**config.mk**
```make
export PLATFORM = sky130hd
export DESIGN_NAME = clear_decrement_instr_exec
export DESIGN_NICKNAME = d
export VERILOG_FILES = /design/src/logic/exec_pkg.sv /design/src/logic/opcode_decoder.sv /design/src/logic/clear_decrement_instr_exec.sv
export VERILOG_INCLUDE_DIRS = /design/src /design/src/logic
export SDC_FILE = /design/constraint.sdc
export NUM_CORES = 1
export LEC_CHECK = 0
export BUFFER_PORTS_ARGS = -buffer_cell sky130_fd_sc_hd__buf_2
export CAP_MARGIN = 20
export CORE_ASPECT_RATIO = 1.75
export CORE_UTILIZATION = 24
export DETAILED_ROUTE_END_ITERATION = 10
export HOLD_SLACK_MARGIN = 0.06
export SKIP_LAST_GASP = 1
export SYNTH_ARGS = -nofsm -noshare
export SYNTH_HDL_FRONTEND = slang
export SYNTH_SLANG_ARGS = --single-unit
```
**constraint.sdc**
```tcl
create_clock -name hclk -period 2.7 [get_ports hclk]
set_input_delay 0.54 -clock hclk [delete_from_list [all_inputs] [get_ports hclk]]
set_output_delay 0.54 -clock hclk [all_outputs]
set_load 0.02 [all_outputs]
```
**src/logic/exec_params.svh**
```systemverilog
// Offsets, field positions, reset values and opcode patterns of the execution block
`ifndef EXEC_PARAMS_SVH
`define EXEC_PARAMS_SVH

// ==========================================================
// Register byte offsets (low address byte)
`define OFF_CTRL 8'h00
`define OFF_STATUS 8'h04
`define OFF_WDT 8'h08
`define OFF_PC 8'h0C
`define FILE_WIN_BIT 7

// ==========================================================
// Field positions
`define CTRL_WDT_EN 0
`define STAT_Z 0
`define STAT_POWER_DOWN 1
`define STAT_TIMEOUT 2
`define WDT_PRE_LSB 16

// ==========================================================
// Reset values
`define CTRL_RST 1'b0
`define Z_RST 1'b0
`define POWER_DOWN_RST 1'b1
`define TIMEOUT_RST 1'b1
`define PC_RST 12'h000
`define FILE_RST 8'h00

// ==========================================================
// Opcode patterns
`define OPC_WDT_CLR 12'h004
`define OPC_BCLR_HI 4'h4
`define OPC_DEC_HI 7'h07
`define OPC_DECSZ_HI 7'h17

`endif

```
**src/logic/exec_pkg.sv**
```systemverilog
// Types shared by the execution block files
package exec_pkg;

    // ==========================================================
    // Sequencer states
    typedef enum logic [0:0] {ST_RUN, ST_SKIP} exec_state_e;

    // ==========================================================
    // Decoded instruction class
    typedef enum logic [2:0] {OP_OTHER, OP_WDT_CLR, OP_BIT_CLR, OP_DEC, OP_DECSZ} op_kind_e;

endpackage : exec_pkg

```
**src/logic/opcode_decoder.sv**
```systemverilog
// Opcode decoder for the clear and decrement instructions
`timescale 1ns/1ns
`include "exec_params.svh"

module opcode_decoder (
    // Instruction in
    input wire logic [11:0] instr_word,
    // Decoded fields
    output exec_pkg::op_kind_e kind,
    output logic [2:0] bit_sel,
    output logic [4:0] file_register_operand
);

    // ==========================================================
    // Pattern matches
    wire is_wdt = instr_word == `OPC_WDT_CLR;
    wire is_bclr = instr_word[11:8] == `OPC_BCLR_HI;
    wire is_dec = instr_word[11:5] == `OPC_DEC_HI;
    wire is_decsz = instr_word[11:5] == `OPC_DECSZ_HI;

    // Exact match first so the fixed word cannot alias a field form
    assign kind = is_wdt ? exec_pkg::OP_WDT_CLR :
                  is_bclr ? exec_pkg::OP_BIT_CLR :
                  is_dec ? exec_pkg::OP_DEC :
                  is_decsz ? exec_pkg::OP_DECSZ : exec_pkg::OP_OTHER;

    // Operand fields: 3-bit bit number, 5-bit file address
    assign bit_sel = instr_word[7:5];
    assign file_register_operand = instr_word[4:0];

endmodule : opcode_decoder

```
**src/logic/clear_decrement_instr_exec.sv**
```systemverilog
// Execution unit for watchdog clear, bit clear, decrement and decrement-skip
// Behaviour
// - Watchdog clear zeroes watchdog counter and prescaler in one instruction cycle.
// - Watchdog clear also sets zero, timeout and power-down flags.
// - Pattern 0100 bbbf ffff is bit clear; b picks bit, f picks register.
// - Bit clear zeroes only the chosen bit, no flags, one cycle.
// - Bit clear reaches registers 00h to 1Fh and bits 0 to 7.
// - Pattern 0000 111f ffff decrements the register and writes back, one cycle.
// - Plain decrement sets zero flag only when 01h becomes 00h, else clears.
// - Decrementing 00h wraps to FFh.
// - Pattern 0010 111f ffff decrements and writes back, flags untouched.
// - Zero result skips next instruction, two cycles; else one cycle.
`timescale 1ns/1ns
`include "exec_params.svh"

module clear_decrement_instr_exec #(
    parameter int PRE_W = 8,
    parameter int WDT_W = 8
) (
    // Clock and reset
    input wire logic hclk,
    input wire logic hresetn,
    // AHB-Lite slave
    input wire logic hsel,
    input wire logic [31:0] haddr,
    input wire logic [1:0] htrans,
    input wire logic hwrite,
    input wire logic [2:0] hsize,
    input wire logic [31:0] hwdata,
    input wire logic hready,
    output logic hreadyout,
    output logic hresp,
    output logic [31:0] hrdata,
    // Instruction stream from fetch
    input wire logic instr_valid,
    input wire logic [11:0] instr_word,
    // Core state out
    output logic instr_done,
    output logic skip_active,
    output logic [11:0] pc,
    output logic wdt_timeout
);

    // ==========================================================
    // Bus slave: writes take no wait, reads one wait state
    logic rd_pend_q;
    logic rd_ok_q;
    logic wr_pend_q;
    logic [7:0] addr_q;
    logic [31:0] hrdata_q;
    logic [31:0] rd_mux;

    wire bus_take = hsel & hready & htrans[1];

    // Word map of the low address byte
    //   00h control: bit 0 watchdog enable
    //   04h status: bit 0 zero, bit 1 power-down, bit 2 timeout
    //   08h watchdog: counter low, prescaler from bit 16, read only
    //   0Ch program counter, read only
    //   80h-FCh file registers 00h-1Fh, low byte of each word
    // Size and burst type are not checked; only whole words are expected

    // Timing summary
    //   An instruction takes effect at the edge where it is valid
    //   instr_done and the new pc follow one cycle later
    //   A taken skip costs one further valid slot, with no effect
    //   Reads answer after one wait state, writes with none

    // Read data is fetched in the data phase so a write just before is seen
    always_ff @(posedge hclk or negedge hresetn)
    begin
        if (!hresetn)
        begin
            rd_pend_q <= 1'b0;
            wr_pend_q <= 1'b0;
            addr_q <= 8'h00;
        end
        else if (bus_take)
        begin
            rd_pend_q <= ~hwrite;
            wr_pend_q <= hwrite;
            addr_q <= haddr[7:0];
        end
        else if (hreadyout)
        begin
            rd_pend_q <= 1'b0;
            wr_pend_q <= 1'b0;
        end
    end

    // Read wait flag and data register
    always_ff @(posedge hclk or negedge hresetn)
    begin
        if (!hresetn)
        begin
            rd_ok_q <= 1'b0;
            hrdata_q <= 32'h0000_0000;
        end
        else
        begin
            rd_ok_q <= rd_pend_q & ~rd_ok_q;
            if (rd_pend_q & ~rd_ok_q)
                hrdata_q <= rd_mux;
        end
    end

    assign hreadyout = ~rd_pend_q | rd_ok_q;
    assign hresp = 1'b0;
    assign hrdata = hrdata_q;

    // Word decode of the control words, shared by write strobes and read mux
    function automatic logic reg_hit(input logic [7:0] a, input logic [7:0] off);
        return ~a[`FILE_WIN_BIT] & (a == off);
    endfunction : reg_hit

    // Address decode of the latched data-phase address
    wire a_file = addr_q[`FILE_WIN_BIT];
    wire a_ctrl = reg_hit(addr_q, `OFF_CTRL);
    wire a_stat = reg_hit(addr_q, `OFF_STATUS);
    wire a_wdt = reg_hit(addr_q, `OFF_WDT);
    wire a_pc = reg_hit(addr_q, `OFF_PC);

    // Write strobes last only the one data-phase cycle
    wire wr_ctrl = wr_pend_q & a_ctrl;
    wire wr_stat = wr_pend_q & a_stat;
    wire wr_file = wr_pend_q & a_file;
    wire [4:0] bus_fidx = addr_q[6:2];

    // ==========================================================
    // Architectural state
    exec_pkg::exec_state_e state_q;
    exec_pkg::exec_state_e state_d;
    logic ctrl_wdt_en_q;
    logic z_q;
    logic power_down_flag_q;
    logic timeout_flag_q;
    logic [11:0] pc_q;
    logic instr_done_q;
    logic wdt_timeout_q;
    logic [PRE_W-1:0] pre_q;
    logic [WDT_W-1:0] wdt_q;
    logic [7:0] file_q [32];

    // ==========================================================
    // Decode and datapath
    exec_pkg::op_kind_e kind;
    logic [2:0] bit_sel;
    logic [4:0] file_register_operand;

    // Decoder is pure logic; the word is used in the cycle it is valid
    opcode_decoder u_dec (
        .instr_word(instr_word),
        .kind(kind),
        .bit_sel(bit_sel),
        .file_register_operand(file_register_operand)
    );

    // Slot qualifiers; a skip slot swallows whatever word arrives
    wire run_fire = instr_valid & (state_q == exec_pkg::ST_RUN);
    wire skip_fire = instr_valid & (state_q == exec_pkg::ST_SKIP);
    wire do_wdt = run_fire & (kind == exec_pkg::OP_WDT_CLR);
    wire do_bclr = run_fire & (kind == exec_pkg::OP_BIT_CLR);
    wire do_dec = run_fire & (kind == exec_pkg::OP_DEC);
    wire do_decsz = run_fire & (kind == exec_pkg::OP_DECSZ);

    // Operand fetch and results; 00h minus one wraps to FFh
    wire [7:0] opnd_val = file_q[file_register_operand];
    wire [7:0] dec_val = opnd_val - 8'h01;
    wire dec_zero = dec_val == 8'h00;
    wire [7:0] bit_mask = 8'h01 << bit_sel;
    wire [7:0] bclr_val = opnd_val & ~bit_mask;

    // One write port serves all three register-modifying instructions
    wire opnd_we = do_bclr | do_dec | do_decsz;
    wire [7:0] opnd_wdata = do_bclr ? bclr_val : dec_val;
    wire take_skip = do_decsz & dec_zero;

    // ==========================================================
    // Watchdog counters; a software clear beats an expiry
    // The two widths together set the expiry period in cycles
    wire pre_wrap = &pre_q;
    wire wdt_expire = ctrl_wdt_en_q & pre_wrap & (&wdt_q);
    wire wdt_fire = wdt_expire & ~do_wdt;

    // Both counters wrap to zero after an expiry and keep running
    always_ff @(posedge hclk or negedge hresetn)
    begin
        if (!hresetn)
        begin
            pre_q <= '0;
            wdt_q <= '0;
            wdt_timeout_q <= 1'b0;
        end
        else
        begin
            wdt_timeout_q <= wdt_fire;
            if (do_wdt)
            begin
                pre_q <= '0;
                wdt_q <= '0;
            end
            else if (ctrl_wdt_en_q)
            begin
                pre_q <= pre_q + 1'b1;
                if (pre_wrap)
                    wdt_q <= wdt_q + 1'b1;
            end
        end
    end

    // ==========================================================
    // Control register, software written
    always_ff @(posedge hclk or negedge hresetn)
    begin
        if (!hresetn)
            ctrl_wdt_en_q <= `CTRL_RST;
        else if (wr_ctrl)
            ctrl_wdt_en_q <= hwdata[`CTRL_WDT_EN];
    end

    // ==========================================================
    // Status flags: instruction updates land after a bus write, so they win
    // An expiry clears timeout even when software writes status that cycle
    always_ff @(posedge hclk or negedge hresetn)
    begin
        if (!hresetn)
        begin
            z_q <= `Z_RST;
            power_down_flag_q <= `POWER_DOWN_RST;
            timeout_flag_q <= `TIMEOUT_RST;
        end
        else
        begin
            if (wr_stat)
            begin
                z_q <= hwdata[`STAT_Z];
                power_down_flag_q <= hwdata[`STAT_POWER_DOWN];
                timeout_flag_q <= hwdata[`STAT_TIMEOUT];
            end
            if (wdt_fire)
                timeout_flag_q <= 1'b0;
            if (do_wdt)
            begin
                z_q <= 1'b1;
                power_down_flag_q <= 1'b1;
                timeout_flag_q <= 1'b1;
            end
            if (do_dec)
                z_q <= dec_zero;
        end
    end

    // ==========================================================
    // File registers, one slice per address; the executing instruction beats a bus write
    // A bus write colliding with an instruction on the same register is lost
    for (genvar g = 0; g < 32; g++)
    begin : g_file
        wire bus_hit = wr_file & (bus_fidx == 5'(g));
        wire ins_hit = opnd_we & (file_register_operand == 5'(g));

        always_ff @(posedge hclk or negedge hresetn)
        begin
            if (!hresetn)
                file_q[g] <= `FILE_RST;
            else if (ins_hit)
                file_q[g] <= opnd_wdata;
            else if (bus_hit)
                file_q[g] <= hwdata[7:0];
        end
    end

    // ==========================================================
    // Sequencer: the skip slot eats one instruction with no side effect
    // The skip waits as long as needed for the next valid word
    always_comb
    begin
        state_d = state_q;
        case (state_q)
            exec_pkg::ST_RUN:
                if (take_skip)
                    state_d = exec_pkg::ST_SKIP;
            exec_pkg::ST_SKIP:
                if (skip_fire)
                    state_d = exec_pkg::ST_RUN;
            default:
                state_d = exec_pkg::ST_RUN;
        endcase
    end

    // State register
    always_ff @(posedge hclk or negedge hresetn)
    begin
        if (!hresetn)
            state_q <= exec_pkg::ST_RUN;
        else
            state_q <= state_d;
    end

    // Program counter steps for every slot, skipped or not
    // Jumps are outside this block, so the count only ever advances by one
    wire [11:0] pc_d = pc_q + 12'h001;

    always_ff @(posedge hclk or negedge hresetn)
    begin
        if (!hresetn)
        begin
            pc_q <= `PC_RST;
            instr_done_q <= 1'b0;
        end
        else
        begin
            instr_done_q <= run_fire | skip_fire;
            if (run_fire | skip_fire)
                pc_q <= pc_d;
        end
    end

    // Registered outputs to the rest of the core
    assign instr_done = instr_done_q;
    assign skip_active = state_q == exec_pkg::ST_SKIP;
    assign pc = pc_q;
    assign wdt_timeout = wdt_timeout_q;

    // ==========================================================
    // Read mux; unmapped words read as zero
    // Prescaler sits high so the counter reads as a plain number
    wire [31:0] wdt_word = 32'(wdt_q) | (32'(pre_q) << `WDT_PRE_LSB);

    always_comb
    begin
        rd_mux = 32'h0000_0000;
        if (a_file)
            rd_mux = {24'h00_0000, file_q[bus_fidx]};
        else if (a_ctrl)
            rd_mux = {31'h0000_0000, ctrl_wdt_en_q};
        else if (a_stat)
            rd_mux = {29'h0000_0000, timeout_flag_q, power_down_flag_q, z_q};
        else if (a_wdt)
            rd_mux = wdt_word;
        else if (a_pc)
            rd_mux = {20'h0_0000, pc_q};
    end

endmodule : clear_decrement_instr_exec

```
Word-level counts from Yosys, hierarchy flattened
Cells that the tools add are included.
{"block": "op_classes", "n_reduce_logical": 45, "n_mux": 99, "n_lt_le_gt_ge": 2, "shifts": 1, "n_bitwise": 99, "add_sub_neg": 4, "eq_ne": 73}
{"cell": "two-way mux 8 bit", "count": 74}
{"cell": "equality test 5 bit, second input constant", "count": 32}
{"cell": "two-way mux 32 bit", "count": 4}
{"cell": "AND 1 bit", "count": 84}
{"cell": "binary-select mux 8 bit (select 5 bit)", "count": 2}
{"cell": "equality test 5 x 4 -> 1 bit, second input constant", "count": 16}
{"cell": "nonzero test 2 bit", "count": 36}
{"cell": "equality test 5 x 3 -> 1 bit, second input constant", "count": 8}
{"cell": "OR 8 x 24 -> 24 bit", "count": 1}
{"cell": "equality test 5 x 2 -> 1 bit, second input constant", "count": 4}
{"cell": "adder 8 x 1 -> 8 bit, second input constant", "count": 2}
{"cell": "equality test 8 x 4 -> 1 bit, second input constant", "count": 2}
{"cell": "logical NOT 8 bit", "count": 2}
{"cell": "AND reduction 8 bit", "count": 2}
{"cell": "two-way mux 1 bit", "count": 13}
{"cell": "adder 12 x 1 -> 12 bit, second input constant", "count": 1}
{"cell": "equality test 12 x 3 -> 1 bit, second input constant", "count": 1}
{"cell": "greater-or-equal comparator 6 bit, second input constant", "count": 2}
{"cell": "two-way mux 12 bit", "count": 1}
{"cell": "two-way mux 3 bit", "count": 4}
{"cell": "inverter 5 -> 6 bit", "count": 2}
{"cell": "equality test 5 x 1 -> 1 bit, second input constant", "count": 2}
{"cell": "logical NOT 5 bit", "count": 2}
{"cell": "AND 8 bit", "count": 1}
{"cell": "15 further kinds", "count": 25}
{"block": "totals", "register_bits": 334, "output_inout_bits": 49, "in_bits": 87, "elab_cells": 370}

Longest topological paths before layout
Gate-level depths: netlist (run 1).
{"block": "depth", "word_depth": 11, "ltp_mapped": 16, "depth_no_buf": 10}

Hierarchy
Synthesis (run 1) repeated with hierarchy kept, for this count alone.
{"block": "unflattened", "cells_unflattened": 1934, "hier_area_um2": 20105.5}
{"mod": "clear_decrement_instr_exec", "cells_per_inst": 1917, "n_inst": 1, "seq_area_each_um2": 8060.2, "area_each_um2": 19971.7}
{"mod": "opcode_decoder", "cells_per_inst": 17, "n_inst": 1, "seq_area_each_um2": 0.0, "area_each_um2": 133.9}

Least setup slack after synthesis (run 1)
Ideal clock, no wire load.
{"block": "synth_path", "kind": "input -> register", "from": "input port instr_word[2]", "to": "register file_q[102] in the netlist's numbering", "n_path_buf": 5, "path_slack_ns": -0.475, "required_time_ns": 2.570, "stages": 15, "arrival_ns": 3.045, "setup_time_ns": 0.130, "cell_sequence": "buf_4 > buf_2 > clkbuf_8 > inv_1 > a21oi_1 > nand3_1 > a22oi_1 > nand3_1 > ha_1 > and2_1 > buf_2 > and4_2 > o32ai_2 > buf_6 > o21ai_1"}
{"block": "synth_between", "elab_chain_cells": 8, "elab_cells_between_ends": 21, "cone_classes": "1 x add/sub; 5 x eq/ne; 6 x mux; 8 x bitwise; 1 x reduce/logical"}
{"item": "start, declared", "line": "clear_decrement_instr_exec.sv:36", "rtl": "input wire logic [11:0] instr_word,"}
{"item": "branches (longest 8 deep; another with subtractor 8 x 1 -> 8 bit)"}
{"item": "end signal, assigned by index", "line": "clear_decrement_instr_exec.sv:264", "rtl": "file_q[g] <= `FILE_RST;"}
{"item": "end signal, assigned by index", "line": "clear_decrement_instr_exec.sv:266", "rtl": "file_q[g] <= opnd_wdata;"}
{"item": "end signal, assigned by index", "line": "clear_decrement_instr_exec.sv:268", "rtl": "file_q[g] <= hwdata[7:0];"}
{"item": "end, declared", "line": "clear_decrement_instr_exec.sv:142", "rtl": "logic [7:0] file_q [32];"}
Several ways; the timed one is not identified. The select of a mux whose other input is x is not followed.
A chain may end at the register's enable or synchronous reset.

Worst setup path in the final report (run 1)
{"block": "layout_path", "from": "register file_q[2] in the netlist's numbering", "to": "register file_q[133] in the netlist's numbering"}
{"block": "layout_between", "elab_chain_cells": 6}
{"item": "binary-select mux 8 bit (select 5 bit)", "line": "clear_decrement_instr_exec.sv:167", "rtl": "wire [7:0] opnd_val = file_q[file_register_operand];"}
{"item": "two-way mux 8 bit (not written as such) (2 in a row)", "line": "clear_decrement_instr_exec.sv:167"}
{"item": "subtractor 8 x 1 -> 8 bit", "line": "clear_decrement_instr_exec.sv:168", "rtl": "wire [7:0] dec_val = opnd_val - 8'h01;"}
{"item": "two-way mux 8 bit", "line": "clear_decrement_instr_exec.sv:175", "rtl": "wire [7:0] opnd_wdata = do_bclr ? bclr_val : dec_val;"}
{"item": "two-way mux 8 bit", "line": "clear_decrement_instr_exec.sv:265", "rtl": "else if (ins_hit)"}
Every way passes these cells. The select of a mux whose other input is x is not followed.

==> flow_metrics.tcl, run 1 <==
set metrics [dict create \
    mappedNetlistArea_mm2 0.0202 \
    total_congestion_overflow 0 \
    cts_num_sinks 322 \
    first_global_vias 17200 \
    clockBufferDepth 3 \
    min_delay_path_depth 2 \
    timing.critical_path.max_delay_family "multiplexers" \
    ff2ff_path_depth 10 \
    dp_wirelength_mm 59.6 \
    cts_root_buffer "clkbuf_16" \
    cp_data_arrival_time_ps 3320 \
    via_count 17100 \
    final.period_utilization 1.03 \
    cts_inserted_buffers 30 \
    path_depth 10 \
    grt_max_degree 69 \
    fin_total_pwr_w 0.0159 \
    antenna_left 0 \
    wire_per_inst_um 25.6 \
    global_route_wire_length_before_repair_mm 118 \
    switchingPower_w 0.00539 \
    drt_wl_total_mm 83.4 \
    worst_setup_hold_path_clk_slew_ps 70 \
    intPower_w 0.0105 \
    ioPinCount 136 \
    antenna_found_initial 6 \
    worst_slew_margin_rel 0.373 \
    placementRows 140 \
    setup_repair_after_global_routing_missed_its_margin "yes" \
    status "complete, but fails checks" \
    worst-slew-pin-transition_ps 933 \
    fin_worst_skew_ps 31.1 \
    failed_checks "setup timing" \
    drt_first_pass_iters 5 \
    filler_cell_count 8397 \
    maxSlewViolCount 0 \
    yosysSeqAreaShare 0.400 \
    mapped_avg_cell_area_um2 10.7 \
    synth_warnings 0 \
    critPathMaxStageDelay_ps 520 \
    synthesis.instances 1893 \
    critPathSlowestCell "mux4_2" \
    synth.ff_latch_count 322 \
    critical_path_buf_inv_count 2 \
    cellLeakagePower_nw 11.1 \
    report.final.setup_viol 96 \
    switching_share 0.340 \
    worstPathMaxFanout 16 \
    hold_violations 0 \
    max_clock_freq_ghz 0.361 \
    seqPwrFrac 0.392 \
    timing.critical_path.cells "mux4_2 > a22o_1 > a211oi_2 > nor2_2 > a311oi_4 > buf_6 > nand4_1 > mux2_4 > buf_12 > a21oi_2" \
    drive_gt1_frac 0.420 \
    worst_ep_required_time_ps 3250 \
    globalplace.congestion 0.949 \
    place.port_buffers 70 \
    area_growth_syn_to_layout_pct 29.5 \
    die_area_mm2 0.0853 \
    clk_latency_ps 630 \
    htree_levels 1 \
    max_cap_viol_count 0 \
    post_synth_num_cell_types 73 \
    power_density_mw_per_mm2 607 \
    start_kind "flip-flop" \
    clkPwrFrac 0.297 \
    core-area_mm2 0.0832 \
    drt_iter0_markers 1255 \
    cts_tree "built" \
    finalCriticalPeriod_ps 2770 \
    post_drt_via_cell_ratio 5.23 \
    fin_ws_ps -73.4 \
    grtUsageTotal 0.188 \
    floorplan.initialDensity 0.242 \
    post_synth_edffs 0 \
    path_class "reg2reg" \
    vdd.ir_drop.worst_v 0.000473 \
    ys_async_sr_fraction 1.00 \
    final_cell_count_no_fill 3261 \
    share_comb_of_total_power 0.311 \
    synth_flop_cell "dfrtp_1" \
    die_h_um 386 \
    path_type_of_the_worst_min_delay_path "in2reg" \
    crit_path_end_kind "flip-flop" \
    drc 0 \
    floorplan.die.width_um 221 \
    layout.core_utilization 0.314 \
    placedCellCount 3157 \
    nets 2261 \
    dp_worst_setup_slack_ps -917 \
]
## worst paths after layout
| path | startpoint | end | slack [ps] |
|---|---|---|---|
| worst min register to register | hrdata[6] | hrdata[6] | 480 |
| worst max register to register | file_q[2] | file_q[133] | -70 |
| worst min-delay path | haddr[4] | addr_q[4] | 170 |
| worst max-delay path | file_q[2] | file_q[133] | -70 |
| min in group asynchronous | hresetn | hrdata[16] | 430 |
| max in group asynchronous | hresetn | file_q[70] | 1480 |
## worst register-to-register path, cell delays in order, from the launching register on
cell	delay [ps]
dfrtp_1	420
mux4_2	520
a22o_1	260
a211oi_2	220
nor2_2	100
a311oi_4	210
buf_6	190
nand4_1	120
mux2_4	370
buf_12	170
a21oi_2	150
## logic make-up after synthesis
group                    count (synthesis)  synth area share
other                                    1          0.000186
XOR/XNOR                                24            0.0104
AND/OR/NAND/NOR                        534             0.122
flip-flops                             322             0.400
multiplexers                           388             0.282
AO/OA/AOI/OAI                          429             0.132
adder cells (fa/ha/maj)                  5           0.00310
buffers and inverters                  190            0.0512
## power groups by stage
stage | registers [W] | logic, W | clock network, W
finish | 0.00621 | 0.00494 | 0.00472
global route | 0.00628 | 0.00522 | 0.00492
CTS | 0.00621 | 0.00453 | 0.00477
detailed placement | 0.00630 | 0.00427 | 0
global placement | 0.00629 | 0.00421 | 0
floorplan | 0.00605 | 0.00277 | 0
## registers in the layout, indices dropped and copies added, names as in the netlist
name               count
pre_q                  8
timeout_flag_q         1
wdt_timeout            1
pc                    12
addr_q                 8
instr_done             1
hrdata                20
rd_ok_q                1
wdt_q                  8
z_q                    1
ctrl_wdt_en_q          1
skip_active            1
wr_pend_q              1
file_q               256
rd_pend_q              1
power_down_flag_q      1
## synth_stat cells (3+ instances only)
cell      instances  area (um2)
nand2b_1          6        37.5
dfrtp_1         320        8010
a221oi_1          3        26.3
nor2_2            4        25.0
xor2_1           15         131
nor3_1            6        30.0
xnor2_1           9        78.8
mux4_1           14         368
nor4_1            4        25.0
nor2b_1          75         469
or3_1             5        31.3
clkbuf_8          7        96.3
a22oi_1          13        97.6
nor2_1          157         589
o22ai_1           5        31.3
o21ai_2          22         193
nand4_1          18         113
mux4_2          108        2430
a31oi_1           6        37.5
mux2i_1         115        1150
a21oi_2          10        87.6
clkbuf_1         91         342
buf_2            32         160
nand3_1          25         125
or2_2             4        25.0
buf_1            13        48.8
buf_4            17         128
a22o_1           13         114
nand2_1         198         743
buf_6            12         135
o21ai_1          21         105
o21ai_0         105         526
a211oi_1         70         526
and3_1           13        81.3
mux2_2          148        1670
inv_1            13        48.8
a21oi_1         140         701
o221ai_1          6        52.6
ha_1              5        62.6
## area by class of cell
class	instances	area, um2	area share
Inverter	13	48.8	0.00187
Clock inverter	13	179	0.00685
Timing Repair Buffer	409	3790	0.145
Antenna cell	3	7.51	0.000287
Tap cell	1065	1330	0.0510
Sequential cell	322	8070	0.309
Multi-Input combinational cell	1393	11800	0.453
Clock buffer	43	861	0.0330
## per-layer routing
layer,wire length [um],vias to the layer above,GRT usage
met5,48,-,0
met4,8300,8,0.158
met3,4300,318,0.0255
met2,43600,728,0.351
met1,27200,8516,0.185
li1,-,7486,-
## metrics by stage
step | setup TNS, ps | cell area (um2) | hold WS (ps)
CTS | -2900 | 25500 | 155
global route | -14400 | 26100 | 176
global placement | -185930 | 24000 | 460
floorplan | -24900 | 20700 | 244
finish | -2980 | 26100 | 175
detailed placement | -192970 | 24000 | 468
## placed cells by master, fill, tap and decap left out, drive strengths merged, types with 52 or more instances in the layout
cell / instances
buf: 399
nor2: 161
a21oi: 150
dfrtp: 320
clkbuf: 52
nand2: 198
o21ai: 148
mux2: 149
nor2b: 75
mux4: 123
mux2i: 116
a211oi: 72
## repair_timing
action                                  4_1_cts  5_1_grt
resized for setup                            58       85
pin swaps                                     7       21
hold buffers                                  1        0
gates cloned                                  4       10
endpoints found under the setup margin      199      178
setup buffers                                16       19
hold endpoints to repair                     35        0
No activity file was read; power rests on OpenSTA's default activity.
==> inputs of run 2 (changes only) <==
--- a/config.mk
+++ b/config.mk
@@ -6,13 +6,12 @@
 export SDC_FILE = /design/constraint.sdc
 export NUM_CORES = 1
 export LEC_CHECK = 0
-export BUFFER_PORTS_ARGS = -buffer_cell sky130_fd_sc_hd__buf_2
 export CAP_MARGIN = 20
 export CORE_ASPECT_RATIO = 1.75
 export CORE_UTILIZATION = 24
 export DETAILED_ROUTE_END_ITERATION = 10
+export DONT_BUFFER_PORTS = 1
 export HOLD_SLACK_MARGIN = 0.06
-export SKIP_LAST_GASP = 1
 export SYNTH_ARGS = -nofsm -noshare
 export SYNTH_HDL_FRONTEND = slang
 export SYNTH_SLANG_ARGS = --single-unit
==> run 2 against run 1 <==
Net effect:
- sequential power rose by 0.8%
- the run ends with hold timing, setup timing left
- global-route usage is 1.5 points lower
- total power shrank 2.6%
- worst setup slack lost 56 ps
- register-to-register slack worse by 60 ps
- wire length decreased by 8.7%
- clock power rose by 4.9%
==> flow_metrics.tcl, run 2 (synthesized netlist as in run 1, its figures left out) <==
set metrics [dict create \
    drt_iter0_markers 1248 \
    finalCriticalPeriod_ps 2830 \
    failed_checks "hold timing, setup timing" \
    registers.top_by_ff_count "file_q" \
    place.port_buffers 0 \
    reg2reg_setup_slack_ps -130 \
    worst-slew-pin-transition_ps 960 \
    filler_cell_count 8466 \
    placementRows 140 \
    global_route_wire_length_before_repair_mm 110 \
    seq_area_mm2 0.00807 \
    timing.critical_path.mode_cell "nor4_4" \
    total_congestion_overflow 0 \
    final.period_utilization 1.05 \
    cts_root_buffer "clkbuf_16" \
    layout_common_cells "318 x dfrtp_1, 183 x buf_4, 182 x nand2_1" \
    cellLeakagePower_nw 10.6 \
    drive_gt1_frac 0.393 \
    via_count 16500 \
    cp_data_arrival_time_ps 3300 \
    max_clock_freq_ghz 0.353 \
    report.final.setup_viol 184 \
    crit_path_end_kind "flip-flop" \
    path_type_of_the_worst_min_delay_path "in2async" \
    floorplan.die.width_um 221 \
    wire_per_inst_um 24.5 \
    cts_tree "built" \
    ff2ff_path_depth 11 \
    core-area_mm2 0.0832 \
    path_class "reg2reg" \
    setup_repair_after_global_routing_missed_its_margin "yes" \
    hold_violations 322 \
    floorplan.initialDensity 0.242 \
    worstPathMaxFanout 6 \
    fin_ws_ps -130 \
    fin_worst_skew_ps 9.61 \
    ioPinCount 136 \
    timing.critical_path.cells "mux2i_1 > a22oi_1 > nand3_1 > a22oi_2 > nand3_2 > ha_4 > and2_4 > buf_6 > nor4_4 > nor4_4 > o41ai_1" \
    drt_wl_total_mm 76.2 \
    vdd.ir_drop.worst_v 0.000559 \
    dp_wirelength_mm 52.6 \
    power_density_mw_per_mm2 610 \
    insertedDiodeCount 0 \
    multi_input_comb_area_mm2 0.0120 \
    worst_setup_hold_path_clk_slew_ps 70 \
    critical_path_buf_inv_count 1 \
    most_common_cell_after_layout_fill_and_taps_aside "dfrtp_1" \
    start_kind "flip-flop" \
    antenna_left 0 \
    antenna_found_initial 2 \
    cts-hold-fix-buffers 5 \
    max_cap_viol_count 0 \
    finish.instance_area_mm2 0.0253 \
    r2r-start "file_q[217]" \
    placement.cell_area_mm2 0.0230 \
    cts_num_sinks 322 \
    clk_latency_ps 600 \
    largest_register_ffs 256 \
    worst_slew_margin_rel 0.360 \
    die_h_um 386 \
    timing.critical_path.max_delay_family "compound AO/OA/AOI/OAI gates" \
    critPathSlowestCell "o41ai_1" \
    first_global_vias 16300 \
    nets 2110 \
    globalplace.congestion 0.904 \
    worst_ep_required_time_ps 3170 \
    htree_levels 1 \
    cts_inserted_buffers 30 \
    clockBufferDepth 3 \
    hold_slack_ps -371 \
    grtUsageTotal 0.173 \
    drc 0 \
    maxSlewViolCount 0 \
    post_drt_via_cell_ratio 5.30 \
    critPathMaxStageDelay_ps 410 \
    status "complete, but fails checks" \
    drt_first_pass_iters 5 \
    critical_path.reg2reg.endpoint "z_q" \
    die_area_mm2 0.0853 \
    grt_max_degree 323 \
    area_growth_syn_to_layout_pct 25.6 \
]
run 2: cell types whose count changed in the layout (fill, tap and decap cells not counted), sizes merged:
cell         delta
clkbuf          +1
clkinvlp        -3
dlygate4sd3     +4
clkinv          +1
buf           -156
bufinv          +2
diode           -3
run 2: report_power, final:
part	internal, W	switching (W)
Sequential	0.00548	0.000784
Clock	0.00289	0.00206
Combinational	0.00222	0.00203
run 2: layer usage:
metal | GRT usage | part of all wire | up-vias | wire [um]
met5 | 0 | 0.00035 | - | 27
met3 | 0.0271 | 0.059 | 270 | 4460
met2 | 0.315 | 0.51 | 681 | 38900
met4 | 0.150 | 0.10 | 4 | 7820
li1 | - | - | 7192 | -
met1 | 0.172 | 0.33 | 8327 | 25000
run 2: worst reg2reg max path, stage by stage, from the launching register on:
cell and delay (ps):
dfrtp_1 390, mux2i_1 110, a22oi_1 230, nand3_1 170, a22oi_2 340, nand3_2 160, ha_4 200, and2_4 150
buf_6 140, nor4_4 320, nor4_4 90, o41ai_1 410
run 2: repair_timing:
action,in CTS,in global routing
resized for setup,34,144
endpoints found under the setup margin,132,201
cloned,2,11
pin swaps,8,28
hold endpoints to repair,328,322
setup buffers,11,15
run 2: worst max path at each step:
stage / startpoint / end / slack (ps) / depth (start not counted)
2_1_floorplan: instr_word[0] / file_q[149] / -190 / 11
3_3_place_gp: instr_word[3] / file_q[150] / -440 / 12
3_5_place_dp: instr_word[3] / file_q[102] / -470 / 12
4_1_cts: file_q[66] / file_q[221] / -90 / 10
5_1_grt: file_q[178] / file_q[165] / -200 / 10
6_report: file_q[217] / z_q / -130 / 11
run 2: cell type report:
type	count	share of cell area
clock buffers	43	0.0356
clock inverters	13	0.00874
well taps	1065	0.0526
inverters	13	0.00193
flip-flops and latches	322	0.318
multi-input cells	1393	0.472
repair buffers	258	0.111
run 2: stage by stage:
step	util	TNS, ps	setup slack [ps]	cells	power (W)
after floorplan	-	-24900	-189	1905	0.00881
after global placement	0.276	-76530	-436	3007	0.00992
after detailed placement	0.276	-80280	-470	3007	0.0100
after CTS	0.294	-4070	-92.3	3081	0.0151
after global routing	0.305	-26220	-200	3107	0.0160
final	0.305	-10960	-130	3107	0.0155
